===== src/include/tmz_map.svh =====
`ifndef TMZ_MAP_SVH
`define TMZ_MAP_SVH

`define TMZ_ADDR_COUNT 8'h01
`define TMZ_ADDR_INTCTL 8'h0b
`define TMZ_ADDR_OPTION 8'h81
`define TMZ_ADDR_PADIR 8'h85

`define TMZ_OPT_CS 5
`define TMZ_OPT_SE 4
`define TMZ_OPT_PSA 3
`define TMZ_OPT_RS_HI 2
`define TMZ_OPT_RS_LO 0
`define TMZ_INT_OVF_EN 5
`define TMZ_INT_OVF_FLAG 2

`define TMZ_OPTION_RESET 8'hff
`define TMZ_INTCTL_RESET 8'h00
`define TMZ_PADIR_RESET 5'h1f
`define TMZ_COUNT_POR 8'h00
`define TMZ_COUNT_TOP 8'hff

`define TMZ_PH_Q1 2'h0
`define TMZ_PH_Q2 2'h1
`define TMZ_PH_Q4 2'h3

`define TMZ_MCLK_NS 25
`define TMZ_TOSC_NS 25
`define TMZ_ROLL_TOSC 3
`define TMZ_TCY_TOSC 4
`define TMZ_INHIBIT_TCY 2

`endif


===== src/include/tmz_pkg.sv =====
package tmz_pkg;

  typedef struct packed {
    logic [7:0] addr;
    logic [7:0] wdata;
    logic wr;
    logic rd;
  } tmz_bus_req_t;

  typedef struct packed {
    logic [1:0] phase;
    logic [2:0] sync;
    logic pin_lvl;
    logic [7:0] presc;
    logic samp;
    logic [3:0] inhibit;
    logic [1:0] pend;
    logic [7:0] count;
    logic [7:0] intctl;
    logic [7:0] option;
    logic [4:0] padir;
    logic [7:0] rdata;
  } tmz_state_t;

endpackage


===== src/verilog/tmz_timer0.sv =====
// Our own choice: strobed register access.
`timescale 1ns/1ps
`default_nettype none
`include "tmz_map.svh"

// Contract
// Clock source bit clear: count one per instruction cycle without prescaler.
// A timer write blocks counting for the next two instruction cycles.
// Clock source bit set: count pin edges, edge bit picks rising or falling.
// Wrap from top to zero sets the overflow flag.
// Interrupt request only while overflow enable is set; mask leaves flag alone.
// Software clears the flag before re-enabling; hardware never clears it.
// Timer stops during sleep, so no overflow occurs in sleep.
// Wrap edge sets flag at once; register shows zero three oscillator periods later.
// Counter mode samples prescaler output or pin on phases two and four.
// External pin stays high and low at least two oscillator periods each.
// Prescaler divides the pin ahead of the phase sampling, symmetric output.
// One prescaler serves timer or watchdog; assignment bit clear means timer.
// Timer ratio choices run from 1:2 to 1:256 in powers of two.
// Prescaler count is neither readable nor loadable by software.
// Any timer write clears the prescaler while it serves the timer.
// Watchdog clear resets the prescaler while it serves the watchdog.
// Software follows the safe sequence when moving the prescaler to the watchdog.
// Timer keeps its value over every reset except power-on.
// Every reset loads all ones into the option register.
// Ratio select n gives division by two to the power n plus one; the watchdog scaled tick divides by two to the power n.
// Each synchronised edge gives exactly one increment.
module tmz_timer0 #(
  parameter int PRESC_W = 8
) (
  input wire logic mclk_in,
  input wire logic rst_in,
  input wire logic soft_rst_in,
  input wire tmz_pkg::tmz_bus_req_t bus_in,
  output logic [7:0] rdata_out,
  input wire logic sleep_in,
  input wire logic external_count_pin_in,
  input wire logic watchdog_tick_in,
  input wire logic watchdog_clear_instruction_in,
  output logic watchdog_scaled_tick_out,
  output logic overflow_irq_out,
  output logic [4:0] port_a_direction_out
);

  localparam int ROLL_CYC = (`TMZ_ROLL_TOSC * `TMZ_TOSC_NS + `TMZ_MCLK_NS - 1) / `TMZ_MCLK_NS;
  localparam int INH_CYC = (`TMZ_INHIBIT_TCY * `TMZ_TCY_TOSC * `TMZ_TOSC_NS + `TMZ_MCLK_NS - 1)
                           / `TMZ_MCLK_NS;

  initial begin
    if (PRESC_W != 8) begin
      $error("tmz_timer0: prescaler must be 8 bits wide");
    end
    if (ROLL_CYC < 1 || ROLL_CYC > 3 || INH_CYC > 15) begin
      $error("tmz_timer0: timing constants do not fit their counters");
    end
  end

  tmz_pkg::tmz_state_t st_ff;
  tmz_pkg::tmz_state_t nxt_st;

  logic cnt_mode;
  logic to_timer;
  logic [2:0] ratio;
  logic edge_fall;
  logic wr_count;
  logic pin_adj;
  logic presc_step;
  logic src_lvl;
  logic sample_now;
  logic inc_event;
  logic wrap_now;
  logic [7:0] wd_mask;

  always_comb begin
    cnt_mode = st_ff.option[`TMZ_OPT_CS];
    edge_fall = st_ff.option[`TMZ_OPT_SE];
    to_timer = ~st_ff.option[`TMZ_OPT_PSA];
    ratio = st_ff.option[`TMZ_OPT_RS_HI:`TMZ_OPT_RS_LO];
    wr_count = bus_in.wr && (bus_in.addr == `TMZ_ADDR_COUNT);
    wd_mask = 8'(((9'h001 << ratio) - 9'h001));
    nxt_st = st_ff;
    pin_adj = st_ff.pin_lvl;
    presc_step = 1'b0;
    src_lvl = 1'b0;
    sample_now = 1'b0;
    inc_event = 1'b0;
    wrap_now = 1'b0;

    // The pin is synchronised even in sleep so that no stale level is kept.
    nxt_st.sync = {st_ff.sync[1:0], external_count_pin_in};
    if (st_ff.sync[2] == st_ff.sync[1]) begin
      pin_adj = st_ff.sync[2] ^ edge_fall;
    end
    nxt_st.pin_lvl = pin_adj;

    if (!sleep_in) begin
      nxt_st.phase = st_ff.phase + 2'h1;

      // The shared divider steps on pin edges, instruction cycles or watchdog ticks.
      if (to_timer) begin
        if (cnt_mode) begin
          presc_step = pin_adj && !st_ff.pin_lvl;
        end else begin
          presc_step = (st_ff.phase == `TMZ_PH_Q1);
        end
      end else begin
        presc_step = watchdog_tick_in;
      end
      if (presc_step) begin
        nxt_st.presc = st_ff.presc + 8'h01;
      end

      // Bit n of the divider toggles at half the rate of bit n-1, so it is symmetric.
      if (to_timer) begin
        src_lvl = st_ff.presc[ratio];
      end else if (cnt_mode) begin
        src_lvl = st_ff.pin_lvl;
      end else begin
        src_lvl = st_ff.phase[1];
      end

      sample_now = (st_ff.phase == `TMZ_PH_Q2) || (st_ff.phase == `TMZ_PH_Q4);
      if (sample_now) begin
        nxt_st.samp = src_lvl;
        inc_event = src_lvl && !st_ff.samp;
      end

      if (st_ff.inhibit != 4'h0) begin
        nxt_st.inhibit = st_ff.inhibit - 4'h1;
      end

      // The flag is set by the wrap edge itself; the visible count follows later.
      wrap_now = inc_event && (st_ff.inhibit == 4'h0) && (st_ff.count == `TMZ_COUNT_TOP);
      if (inc_event && st_ff.inhibit == 4'h0) begin
        nxt_st.pend = 2'(ROLL_CYC);
        if (st_ff.count == `TMZ_COUNT_TOP) begin
          nxt_st.intctl[`TMZ_INT_OVF_FLAG] = 1'b1;
        end
      end
      if (st_ff.pend != 2'h0) begin
        nxt_st.pend = st_ff.pend - 2'h1;
        if (st_ff.pend == 2'h1) begin
          nxt_st.count = st_ff.count + 8'h01;
        end
      end
    end

    if (!to_timer && watchdog_clear_instruction_in) begin
      nxt_st.presc = 8'h00;
    end

    // Register writes; the divider has no address of its own.
    if (bus_in.wr) begin
      if (bus_in.addr == `TMZ_ADDR_COUNT) begin
        nxt_st.count = bus_in.wdata;
        nxt_st.inhibit = 4'(INH_CYC);
        nxt_st.pend = 2'h0;
        if (to_timer) begin
          nxt_st.presc = 8'h00;
        end
      end else if (bus_in.addr == `TMZ_ADDR_INTCTL) begin
        // A wrap in the same cycle as a clearing write keeps the flag set.
        nxt_st.intctl = bus_in.wdata;
        nxt_st.intctl[`TMZ_INT_OVF_FLAG] = bus_in.wdata[`TMZ_INT_OVF_FLAG] | wrap_now;
      end else if (bus_in.addr == `TMZ_ADDR_OPTION) begin
        nxt_st.option = bus_in.wdata;
      end else if (bus_in.addr == `TMZ_ADDR_PADIR) begin
        nxt_st.padir = bus_in.wdata[4:0];
      end
    end

    if (bus_in.rd) begin
      if (bus_in.addr == `TMZ_ADDR_COUNT) begin
        nxt_st.rdata = st_ff.count;
      end else if (bus_in.addr == `TMZ_ADDR_INTCTL) begin
        nxt_st.rdata = st_ff.intctl;
      end else if (bus_in.addr == `TMZ_ADDR_OPTION) begin
        nxt_st.rdata = st_ff.option;
      end else if (bus_in.addr == `TMZ_ADDR_PADIR) begin
        nxt_st.rdata = {3'h0, st_ff.padir};
      end else begin
        nxt_st.rdata = 8'h00;
      end
    end else begin
      nxt_st.rdata = 8'h00;
    end

    // A non power-on reset restores control state but leaves the count alone.
    if (soft_rst_in) begin
      nxt_st.option = `TMZ_OPTION_RESET;
      nxt_st.intctl = `TMZ_INTCTL_RESET;
      nxt_st.padir = `TMZ_PADIR_RESET;
      nxt_st.presc = 8'h00;
      nxt_st.inhibit = 4'h0;
      nxt_st.pend = 2'h0;
      // Starting the sampler high means a changed edge polarity cannot fake an increment.
      nxt_st.samp = 1'b1;
      nxt_st.count = st_ff.count;
    end
  end

  always_ff @(posedge mclk_in or posedge rst_in) begin
    if (rst_in) begin
      st_ff <= '0;
      st_ff.option <= `TMZ_OPTION_RESET;
      st_ff.intctl <= `TMZ_INTCTL_RESET;
      st_ff.padir <= `TMZ_PADIR_RESET;
      st_ff.count <= `TMZ_COUNT_POR;
      // Falling edge is selected after reset, so an idle low pin reads as high here.
      st_ff.pin_lvl <= 1'b1;
      st_ff.samp <= 1'b1;
    end else begin
      st_ff <= nxt_st;
    end
  end

  assign rdata_out = st_ff.rdata;
  assign overflow_irq_out = st_ff.intctl[`TMZ_INT_OVF_FLAG] & st_ff.intctl[`TMZ_INT_OVF_EN];
  assign watchdog_scaled_tick_out = !to_timer && !sleep_in && watchdog_tick_in
                                    && ((st_ff.presc & wd_mask) == wd_mask);
  assign port_a_direction_out = st_ff.padir;

endmodule
`default_nettype wire


===== config.mk =====
export PLATFORM = sky130hd
export DESIGN_NAME = tmz_timer0
export DESIGN_NICKNAME = d
export VERILOG_FILES = /design/src/include/tmz_pkg.sv /design/src/verilog/tmz_timer0.sv
export VERILOG_INCLUDE_DIRS = /design/src /design/src/include
export SDC_FILE = /design/constraint.sdc
export NUM_CORES = 1
export LEC_CHECK = 0
export ABC_CLOCK_PERIOD_IN_PS = 2200
export BUFFER_PORTS_ARGS = -buffer_cell sky130_fd_sc_hd__buf_2
export CAP_MARGIN = 40
export CORE_MARGIN = 2
export CORE_UTILIZATION = 52
export DETAILED_ROUTE_END_ITERATION = 10
export PLACE_DENSITY = 0.78
export SLEW_MARGIN = 20
export SYNTH_ARGS = -nofsm -noshare
export SYNTH_HDL_FRONTEND = slang
export SYNTH_SLANG_ARGS = --single-unit

===== constraint.sdc =====
create_clock -name mclk_in -period 2.2 [get_ports mclk_in]
set_clock_uncertainty 0.2 [all_clocks]
set_input_delay 0.22 -clock mclk_in [delete_from_list [all_inputs] [get_ports mclk_in]]
set_output_delay 0.22 -clock mclk_in [all_outputs]
set_load 0.03 [all_outputs]

**Yosys cells after proc, flatten, opt, wreduce, memory -nomap -nowiden**

Cells that the tools add are included.

- Input bits: 25
- Bits in registers: 58
- Word-level logic and storage cells: 104
- Output and inout port bits: 15

- Reduce and logical (&&, ||, !) cells: 25
- Mux-type cells: 40
- Add/subtract/negate cells: 6
- Eq/ne operators: 14
- $lt $le $gt $ge: 1
- Shifts and indexed selects: 1
- Bitwise logic cells: 4

Operators with widths:

| operator | count |
|---|---|
| 2-to-1 mux 8 bit | 12 |
| 2-to-1 mux 44 bit | 1 |
| 2-to-1 mux 35 bit | 1 |
| equality test 8 bit, second input constant | 3 |
| 2-to-1 mux 23 bit | 1 |
| 2-to-1 mux 21 bit | 1 |
| adder 8 x 1 -> 8 bit, second input constant | 2 |
| 2-to-1 mux 1 bit | 15 |
| 2-to-1 mux 5 bit | 3 |
| 2-to-1 mux 14 bit | 1 |
| 2-to-1 mux 13 bit | 1 |
| nonzero test 2 bit | 6 |
| 2-to-1 mux 10 bit | 1 |
| bitwise AND 8 bit | 1 |
| equality test 8 x 1 -> 1 bit, second input constant | 1 |
| equality test 8 x 4 -> 1 bit, second input constant | 1 |
| equality test 8 bit | 1 |
| logical AND 1 bit | 8 |
| inequality test 2 bit, second input constant | 4 |
| left shift 1 x 3 -> 8 bit, first input constant | 1 |
| subtractor 8 x 1 -> 8 bit, second input constant | 1 |
| AND reduction 5 bit | 1 |
| equality test 2 x 1 -> 1 bit, second input constant | 2 |
| zero test 4 bit | 1 |
| 19 further kinds | 21 |

**Logic depth before layout (Yosys ltp)**

Gate-level depths: netlist (run 1).

- Depth in word-level cells: 16
- Mapped depth: 7
- Gate-level depth less buffers: 6

**Least setup slack after synthesis (run 1)**

Ideal clock, no wire load.

- Kind: reg2reg
- From: register st_ff (netlist bit edge_fall)
- To: register st_ff[50] (netlist bit)
- Required time: 1.881 ns
- Period minus slack after synthesis: 2.390 ns
- Slack: -0.190 ns
- Buffers on the path: 1
- Library setup time: 0.119 ns
- Cell stages (with the launch flop): 7
- Arrival: 2.071 ns
- Cell sequence: dfstp_2 -> or3b_1 -> a211o_1 -> a221o_1 -> buf_6 -> o31a_1 -> o21a_1

RTL lines:

| element | line | RTL |
|---|---|---|
| start: declaration | tmz_timer0.sv:58 | `tmz_pkg::tmz_state_t st_ff;` |
| start signal: assignment | tmz_timer0.sv:213 | `st_ff <= nxt_st;` |

==> impl_metrics.csv, run 1 <==
group,metric,value,unit
run_status,status,"complete, but fails checks",
run_status,violations_in_the_final_reports,"setup timing",
cells_and_area,final_cell_area,0.00382,mm^2
clock_network,h-tree-depth,3,
routing,route.detailed.wl_per_inst,16.3,um
cells_and_area,multiInputGateArea,0.00154,mm^2
cells_and_area,final_instance_count_excl_fillers,477,
cells_and_area,synthToLayoutAreaGrowth,19.2,%
worst_setup_path,worst_path_max_delay_cell,"sky130_fd_sc_hd__dfstp_2",
routing,initialDrtViolationCount,238,
timing,final_max_slew_viol_count,0,
clock_network,clk_transition_reported_paths,0.06,ns
logic_synthesis,synth_top_area_cells,"sky130_fd_sc_hd__dfrtp_1 34%, sky130_fd_sc_hd__dfstp_2 12%, sky130_fd_sc_hd__a21oi_1 4.7%",
timing,setup_viol_count_final,8,
pwr,vdd_ir_drop_max,395,uV
cells_and_area,filler_cell_count,481,
worst_setup_path,worst-endpoint-arrival,2.40,ns
worst_setup_path,worst_ep_required_time,2.26,ns
worst_setup_path,crit_chain,"or3b_1, a211o_1, a221o_2, or4_1, o21ai_1",
routing,antenna_violating_nets_post_route,0,
timing,hold_slack,0.0259,ns
cells_and_area,layout.area.seq,0.00147,mm^2
global_route,antenna_violations_before_repair,0,
worst_setup_path,critPathCaptureType,"flop",
routing,drc_violation_count_after_routing,0,
die,floorplan.die.height,82.5,um
pwr,fin_total_pwr,2.55,mW
place,post-place-cells,446,
routing,detail_route.wirelength,7780,um
global_route,grt_use_total,24.6,%
timing,tightest_slew,0.418,ns
logic_synthesis,synth_largest_area_cell,"sky130_fd_sc_hd__dfrtp_1",
logic_synthesis,syn-mean-instance-area,9.32,um^2
timing,rsz0062_at_grt,"true",
global_route,grt_max_degree,59,
die,die-area,0.00681,mm^2
logic_synthesis,synth_cell_types,50,
die,die_w,82.5,um
timing,achievable-frequency,428,MHz
global_route,vias_in_the_first_global_route,2659,
place,buffer_ports.inserted,39,
cells_and_area,drive_gt1_share,24.9,%
routing,routed-via-count,2835,
timing,finalHoldViolCount,0,
logic_synthesis,leading_register_cell_type_out_of_synthesis,"sky130_fd_sc_hd__dfrtp_1",
clock_network,cts_tree,"done",
min_path,worstHoldPathType,"in -> reg",
die,fp-row-count,28,
routing,drt_first_pass_iters,5,
logic_synthesis,yosys_warns,0,
die,start_util,53.8,%
timing,min_period_over_period,106,%
global_route,first_pass_grt_wire_length,12600,um
worst_setup_path,slowest_delay,0.53,ns
run,drv.max_cap_violation_count,0,
logic_synthesis,post_synth_edffs,0,
pwr,power_per_cell_area,668,mW/mm^2
logic_synthesis,share_of_flip_flops_with_an_asynchronous_set_or_reset_after_synthesis,100,%
global_route,globalRoute.totalOverflow,0,
cells_and_area,insertedDiodeCount,0,
place,placedInstanceArea,0.00348,mm^2
worst_setup_path,cp_max_fo,5,
pwr,p_leak,1.75,nW
clock_network,cts.path.max_buffers,2,
die,io_pins,40,
logic_synthesis,synth_cells,344,
worst_setup_path,setup.worst_path.class,"reg -> reg",
logic_synthesis,synth_seq_cells,58,
clock_network,numCtsBuffers,9,
timing,layout_setup_ws,-0.136,ns
timing,max_slew_margin,72.2,%
clock_network,clock_tree.root_cell,"sky130_fd_sc_hd__clkbuf_8",
timing,fin_crit,2.34,ns
cells_and_area,fin_util,64.1,%
place,hpwl,5160,um
clock_network,clk-insertion-delay-late,0.34,ns
worst_setup_path,critical_path.startpoint_type,"flop",
place,dp_worst_setup_slack,-0.144,ns
logic_synthesis,post-synth-top-area-fraction,33.6,%
timing,timing.setup.tns,-0.523,ns
place,finalWeightedCongestion,0.834,
routing,routed_via_density,5.94,
logic_synthesis,seq_area_frac_synth,45.9,%
cells_and_area,finalNetCount,428,
die,core_area,0.00596,mm^2
logic_synthesis,synth.cell_area,0.00321,mm^2
logic_synthesis,syn_nets,375,
clock_network,clock_sink_count,58,
-- state kept, by name, summed over array words and instances, names as in the netlist --
| signal | count |
|---|---|
| nxt_st | 2 |
| cnt_mode | 1 |
| rdata_out | 8 |
| edge_fall | 1 |
| st_ff | 38 |
| port_a_direction_out | 5 |
| ratio | 3 |
-- metal layers --
metal / global-route usage [%] / up-vias / routed length, um
met5: 0 / - / 0
met4: 12.0 / 0 / 235
met3: 4.35 / 24 / 417
met2: 39.0 / 100 / 3690
met1: 32.6 / 1365 / 3430
li1: - / 1346 / -
-- cell usage after synthesis (3+ instances only) --
cell type / n
sky130_fd_sc_hd__nor2_1: 33
sky130_fd_sc_hd__nor2b_1: 6
sky130_fd_sc_hd__dfstp_2: 15
sky130_fd_sc_hd__o22a_1: 9
sky130_fd_sc_hd__buf_4: 13
sky130_fd_sc_hd__o21ai_0: 12
sky130_fd_sc_hd__a211o_1: 14
sky130_fd_sc_hd__and3_1: 4
sky130_fd_sc_hd__mux2i_1: 10
sky130_fd_sc_hd__a22oi_1: 5
sky130_fd_sc_hd__clkbuf_1: 13
sky130_fd_sc_hd__nand2_1: 34
sky130_fd_sc_hd__ha_1: 6
sky130_fd_sc_hd__or3_1: 4
sky130_fd_sc_hd__a211oi_1: 3
sky130_fd_sc_hd__inv_1: 16
sky130_fd_sc_hd__a222oi_1: 3
sky130_fd_sc_hd__dfrtp_1: 43
sky130_fd_sc_hd__nand3_1: 13
sky130_fd_sc_hd__and2_1: 10
sky130_fd_sc_hd__nand4_1: 5
sky130_fd_sc_hd__o22ai_1: 5
sky130_fd_sc_hd__a21oi_1: 30
-- logic make-up after synthesis --
family          Yosys count  synth area share, %
xor+xnor                  3                0.820
fa+ha+maj                 6                 2.34
simple gates            124                 19.0
buf+inv                  44                 6.95
flops                    58                 45.9
mux                      13                 4.53
compound gates           96                 20.5
-- what timing repair did --
item,4_1_cts,5_1_grt
gates cloned,1,0
hold endpoints to repair,59,0
hold buffers,10,0
setup buffers,3,1
setup endpoints to repair,9,12
pin swaps,1,0
resized for setup,4,5
-- final cells by class --
cell class,count,share of cell area (%)
multi-input cells,243,40.3
well taps,75,2.46
repair buffers,69,12.3
clock buffers,10,3.34
flip-flops and latches,58,38.5
inverters,16,1.57
clock inverters,6,1.51
-- critical path, delay by kind of cell (launching register included) --
kind               cells  cell delay, ns
and+or+nand+nor        2            0.75
DFF                    1            0.53
AOI/OAI and AO/OA      3            0.78
-- power by group --
group	total [mW]	internal, mW	switching, mW
combinational	0.386	0.179	0.207
clock	0.945	0.515	0.430
sequential	1.22	1.14	0.0753
total	2.55	1.84	0.713
-- cell usage in the layout (no fill, tap or decap), types with 6 or more instances in the layout --
cell,n
sky130_fd_sc_hd__and2_1,10
sky130_fd_sc_hd__dlygate4sd3_1,10
sky130_fd_sc_hd__a21oi_1,28
sky130_fd_sc_hd__nor2b_1,6
sky130_fd_sc_hd__dfrtp_1,43
sky130_fd_sc_hd__buf_4,18
sky130_fd_sc_hd__clkbuf_8,9
sky130_fd_sc_hd__nor2_1,33
sky130_fd_sc_hd__inv_1,15
sky130_fd_sc_hd__dfstp_2,15
sky130_fd_sc_hd__o21ai_0,7
sky130_fd_sc_hd__mux2i_1,10
sky130_fd_sc_hd__buf_2,39
sky130_fd_sc_hd__nand2_1,34
sky130_fd_sc_hd__ha_1,6
sky130_fd_sc_hd__nand3_1,13
sky130_fd_sc_hd__a211o_1,14
sky130_fd_sc_hd__o22a_1,9
-- final timing paths --
kind | startpoint | endpoint | slack (ns) | cells after the start
max | edge_fall$_DFFE_PP1P_ | st_ff[51]$_DFF_PP0_ | -0.14 | 5
min | bus_in[4] | st_ff[23]$_DFF_PP0_ | 0.03 | 3
min reg2reg | nxt_st[54]$_DFF_PP0_ | nxt_st[55]$_DFF_PP0_ | 0.16 | 0
min in group asynchronous | rst_in | st_ff[28]$_DFFE_PP0P_ | 0.27 | 4
max in group asynchronous | rst_in | edge_fall$_DFFE_PP1P_ | 1.21 | 4
max reg2reg | edge_fall$_DFFE_PP1P_ | st_ff[51]$_DFF_PP0_ | -0.14 | 5
Power figures use the tool's default switching activity.
==> run 2, diff against run 1 <==
ABC_AREA = 1   (was not set)
CORE_UTILIZATION = 53   (was 52)
SLEW_MARGIN = not set   (was 20)
==> run 2 against run 1 <==
The run now ends clean. Final area grew 1.6%. Setup slack improved by 0.25 ns. Hold slack worse by 0.019 ns. Clock-buffer cell count rose by 4. Sequential power rose by 11%. Final cell count increased by 17%. Critical path type is now reg -> out. Largest cell class unchanged. Largest power group unchanged. Highest routed layer unchanged.
==> impl_metrics.csv, run 2 <==
group,metric,value,unit
run_status,status,"finished, final reports clean",
pwr,vdd_ir_drop_max,652,uV
routing,drc_violation_count_after_routing,0,
cells_and_area,filler_cell_count,545,
cells_and_area,drive_gt1_share,21.7,%
logic_synthesis,synth_top_area_cells,"sky130_fd_sc_hd__dfrtp_1 31%, sky130_fd_sc_hd__dfstp_2 12%, sky130_fd_sc_hd__nand2_1 12%",
logic_synthesis,post_synth_edffs,0,
logic_synthesis,synth.cell_area,0.00342,mm^2
clock_network,numCtsBuffers,9,
die,core_area,0.00628,mm^2
place,buffer_ports.inserted,39,
logic_synthesis,syn_nets,467,
worst_setup_path,reg2reg_to,"st_ff[47]$_DFF_PP0_",
routing,routed_via_density,5.46,
timing,setup_viol_count_final,0,
routing,route.detailed.wl_per_inst,14.1,um
place,post-place-cells,530,
die,start_util,54.5,%
logic_synthesis,yosys_warns,0,
timing,tightest_slew,0.530,ns
worst_setup_path,critical_path.startpoint_type,"flop",
min_path,worstHoldPathType,"in -> reg",
timing,finalHoldViolCount,0,
clock_network,cts.path.max_buffers,2,
logic_synthesis,post-synth-top-area-fraction,31.5,%
global_route,grt_max_degree,36,
logic_synthesis,synth_largest_area_cell,"sky130_fd_sc_hd__dfrtp_1",
cells_and_area,regMostFlops,"st_ff",
logic_synthesis,leading_register_cell_type_out_of_synthesis,"sky130_fd_sc_hd__dfrtp_1",
die,fp-row-count,29,
die,die-area,0.00711,mm^2
cells_and_area,largest_register_ff_count,38,
place,hpwl,5660,um
cells_and_area,final_common_cell,"sky130_fd_sc_hd__nand2_1",
min_path,hp-start,"bus_in[6]",
global_route,antenna_violations_before_repair,0,
worst_setup_path,worst_ep_required_time,1.78,ns
clock_network,clk-insertion-delay-late,0.35,ns
timing,fin_crit,2.09,ns
place,dp_worst_setup_slack,0.321,ns
routing,drt_first_pass_iters,5,
worst_setup_path,cp_max_fo,7,
logic_synthesis,synth_cell_types,39,
cells_and_area,most-common-layout-cells,"105 x sky130_fd_sc_hd__nand2_1, 43 x sky130_fd_sc_hd__dfrtp_1, 39 x sky130_fd_sc_hd__nor2_1",
routing,detail_route.wirelength,7830,um
pwr,fin_total_pwr,2.94,mW
clock_network,cts_setup_buffers,0,
timing,final_max_slew_viol_count,0,
logic_synthesis,synth.top_cells.by_count,"105 x sky130_fd_sc_hd__nand2_1, 43 x sky130_fd_sc_hd__dfrtp_1, 39 x sky130_fd_sc_hd__nor2_1",
clock_network,h-tree-depth,3,
worst_setup_path,r2r.worst_path.cells,9,
timing,achievable-frequency,479,MHz
die,floorplan.die.height,84.3,um
cells_and_area,final_cell_area,0.00388,mm^2
timing,layout_setup_ws,0.113,ns
worst_setup_path,worst-endpoint-arrival,1.67,ns
cells_and_area,multiInputGateArea,0.00160,mm^2
cells_and_area,insertedDiodeCount,0,
logic_synthesis,seq_area_frac_synth,43.0,%
clock_network,clock_sink_count,58,
die,io_pins,40,
routing,antenna_violating_nets_post_route,0,
pwr,power_per_cell_area,759,mW/mm^2
pwr,p_leak,1.88,nW
worst_setup_path,setup.worst_path.class,"reg -> out",
global_route,first_pass_grt_wire_length,13100,um
cells_and_area,layout.area.seq,0.00147,mm^2
logic_synthesis,synthMostInstantiatedCell,"sky130_fd_sc_hd__nand2_1",
worst_setup_path,setup.reg_to_reg.worst_slack,0.37,ns
min_path,min_path_cells,3,
routing,routed-via-count,3038,
worst_setup_path,critPathCaptureType,"output port",
min_path,min_delay_worst_endpoint,"edge_fall$_DFFE_PP1P_",
place,finalWeightedCongestion,0.885,
cells_and_area,finalNetCount,505,
die,die_w,84.3,um
worst_setup_path,worst_r2r_startpoint,"edge_fall$_DFFE_PP1P_",
clock_network,clock_tree.root_cell,"sky130_fd_sc_hd__clkbuf_8",
global_route,grt_use_total,23.4,%
global_route,vias_in_the_first_global_route,2846,
clock_network,cts_tree,"done",
routing,initialDrtViolationCount,294,
logic_synthesis,share_of_flip_flops_with_an_asynchronous_set_or_reset_after_synthesis,100,%
timing,timing.setup.tns,0,ns
global_route,globalRoute.totalOverflow,0,
logic_synthesis,synth_cells,436,
clock_network,clk_transition_reported_paths,0.06,ns
cells_and_area,final_instance_count_excl_fillers,556,
timing,rsz0062_at_grt,"false",
place,placedInstanceArea,0.00357,mm^2
cells_and_area,synthToLayoutAreaGrowth,13.5,%
timing,min_period_over_period,94.9,%
logic_synthesis,syn-mean-instance-area,7.84,um^2
logic_synthesis,synth_seq_cells,58,
run,drv.max_cap_violation_count,0,
timing,max_slew_margin,64.6,%
[run 2: report_power, final]
part	leakage (nW)	switching (mW)	internal [mW]
logic	1.05	0.370	0.227
clock network	0.101	0.411	0.584
registers	0.731	0.141	1.21
total	1.88	0.922	2.02
[run 2: cell type report]
cell class	count	share of cell area, %
Multi-Input combinational cell	303	41.2
Timing Repair Buffer	51	8.38
Tap cell	77	2.48
Clock buffer	14	4.19
Inverter	51	4.93
Clock inverter	2	0.903
Sequential cell	58	37.9
[run 2: how the worst max path moves through the flow]
| stage | from | slack (ns) | to | cells after the start |
|---|---|---|---|---|
| 4_1_cts | st_ff[16]$_DFFE_PP1P_ | 0.05 | watchdog_scaled_tick_out | 5 |
| 6_report | st_ff[16]$_DFFE_PP1P_ | 0.11 | watchdog_scaled_tick_out | 5 |
| 2_1_floorplan | rst_in | 0.38 | nxt_st[54]$_DFF_PP0_ | 1 |
| 3_5_place_dp | bus_in[17] | 0.32 | st_ff[44]$_DFF_PP0_ | 11 |
| 5_1_grt | ratio[2]$_DFFE_PP1P_ | 0.03 | watchdog_scaled_tick_out | 6 |
| 3_3_place_gp | bus_in[17] | 0.36 | st_ff[44]$_DFF_PP0_ | 11 |
[run 2: cell families (layout without fill, tap and decap cells)]
family                   count (synthesis)  in the layout  synth area share [%]
adder cells (fa/ha/maj)                  6              6                  2.20
AO/OA/AOI/OAI                           89             89                  15.6
AND/OR/NAND/NOR                        197            197                  26.1
flip-flops                              58             58                  43.0
XOR/XNOR                                11             11                  2.82
buffers and inverters                   75            118                  10.4
[run 2: routing by layer]
metal	vias up	GRT usage [%]	share of wire (%)
met5	-	0	0
li1	1497	-	-
met4	0	9.38	2.0
met2	112	36.4	46
met3	18	6.88	6.3
met1	1411	31.0	46
[run 2: through the flow]
step | hold WS [ns] | util, %
final | 0.00648 | 61.8
after global routing | 0.0220 | 61.8
after CTS | 0.0000631 | 61.7
after detailed placement | 0.0958 | 56.9
after global placement | 0.0811 | 56.9
after floorplan | 0.0514 | -
[run 2: repair_timing]
item / 4_1_cts / 5_1_grt
gates resized for setup: 0 / 2
hold endpoints to repair: 40 / 0
setup endpoints to repair: 0 / 1
hold buffers: 10 / 0
[run 2: critical path, cell delays in order, from the launching register on]
cell and delay [ns]:
sky130_fd_sc_hd__dfstp_2 0.60, sky130_fd_sc_hd__nand3_2 0.14, sky130_fd_sc_hd__nor2_1 0.13, sky130_fd_sc_hd__o211ai_1 0.09, sky130_fd_sc_hd__a21oi_1 0.14, sky130_fd_sc_hd__clkbuf_4 0.21
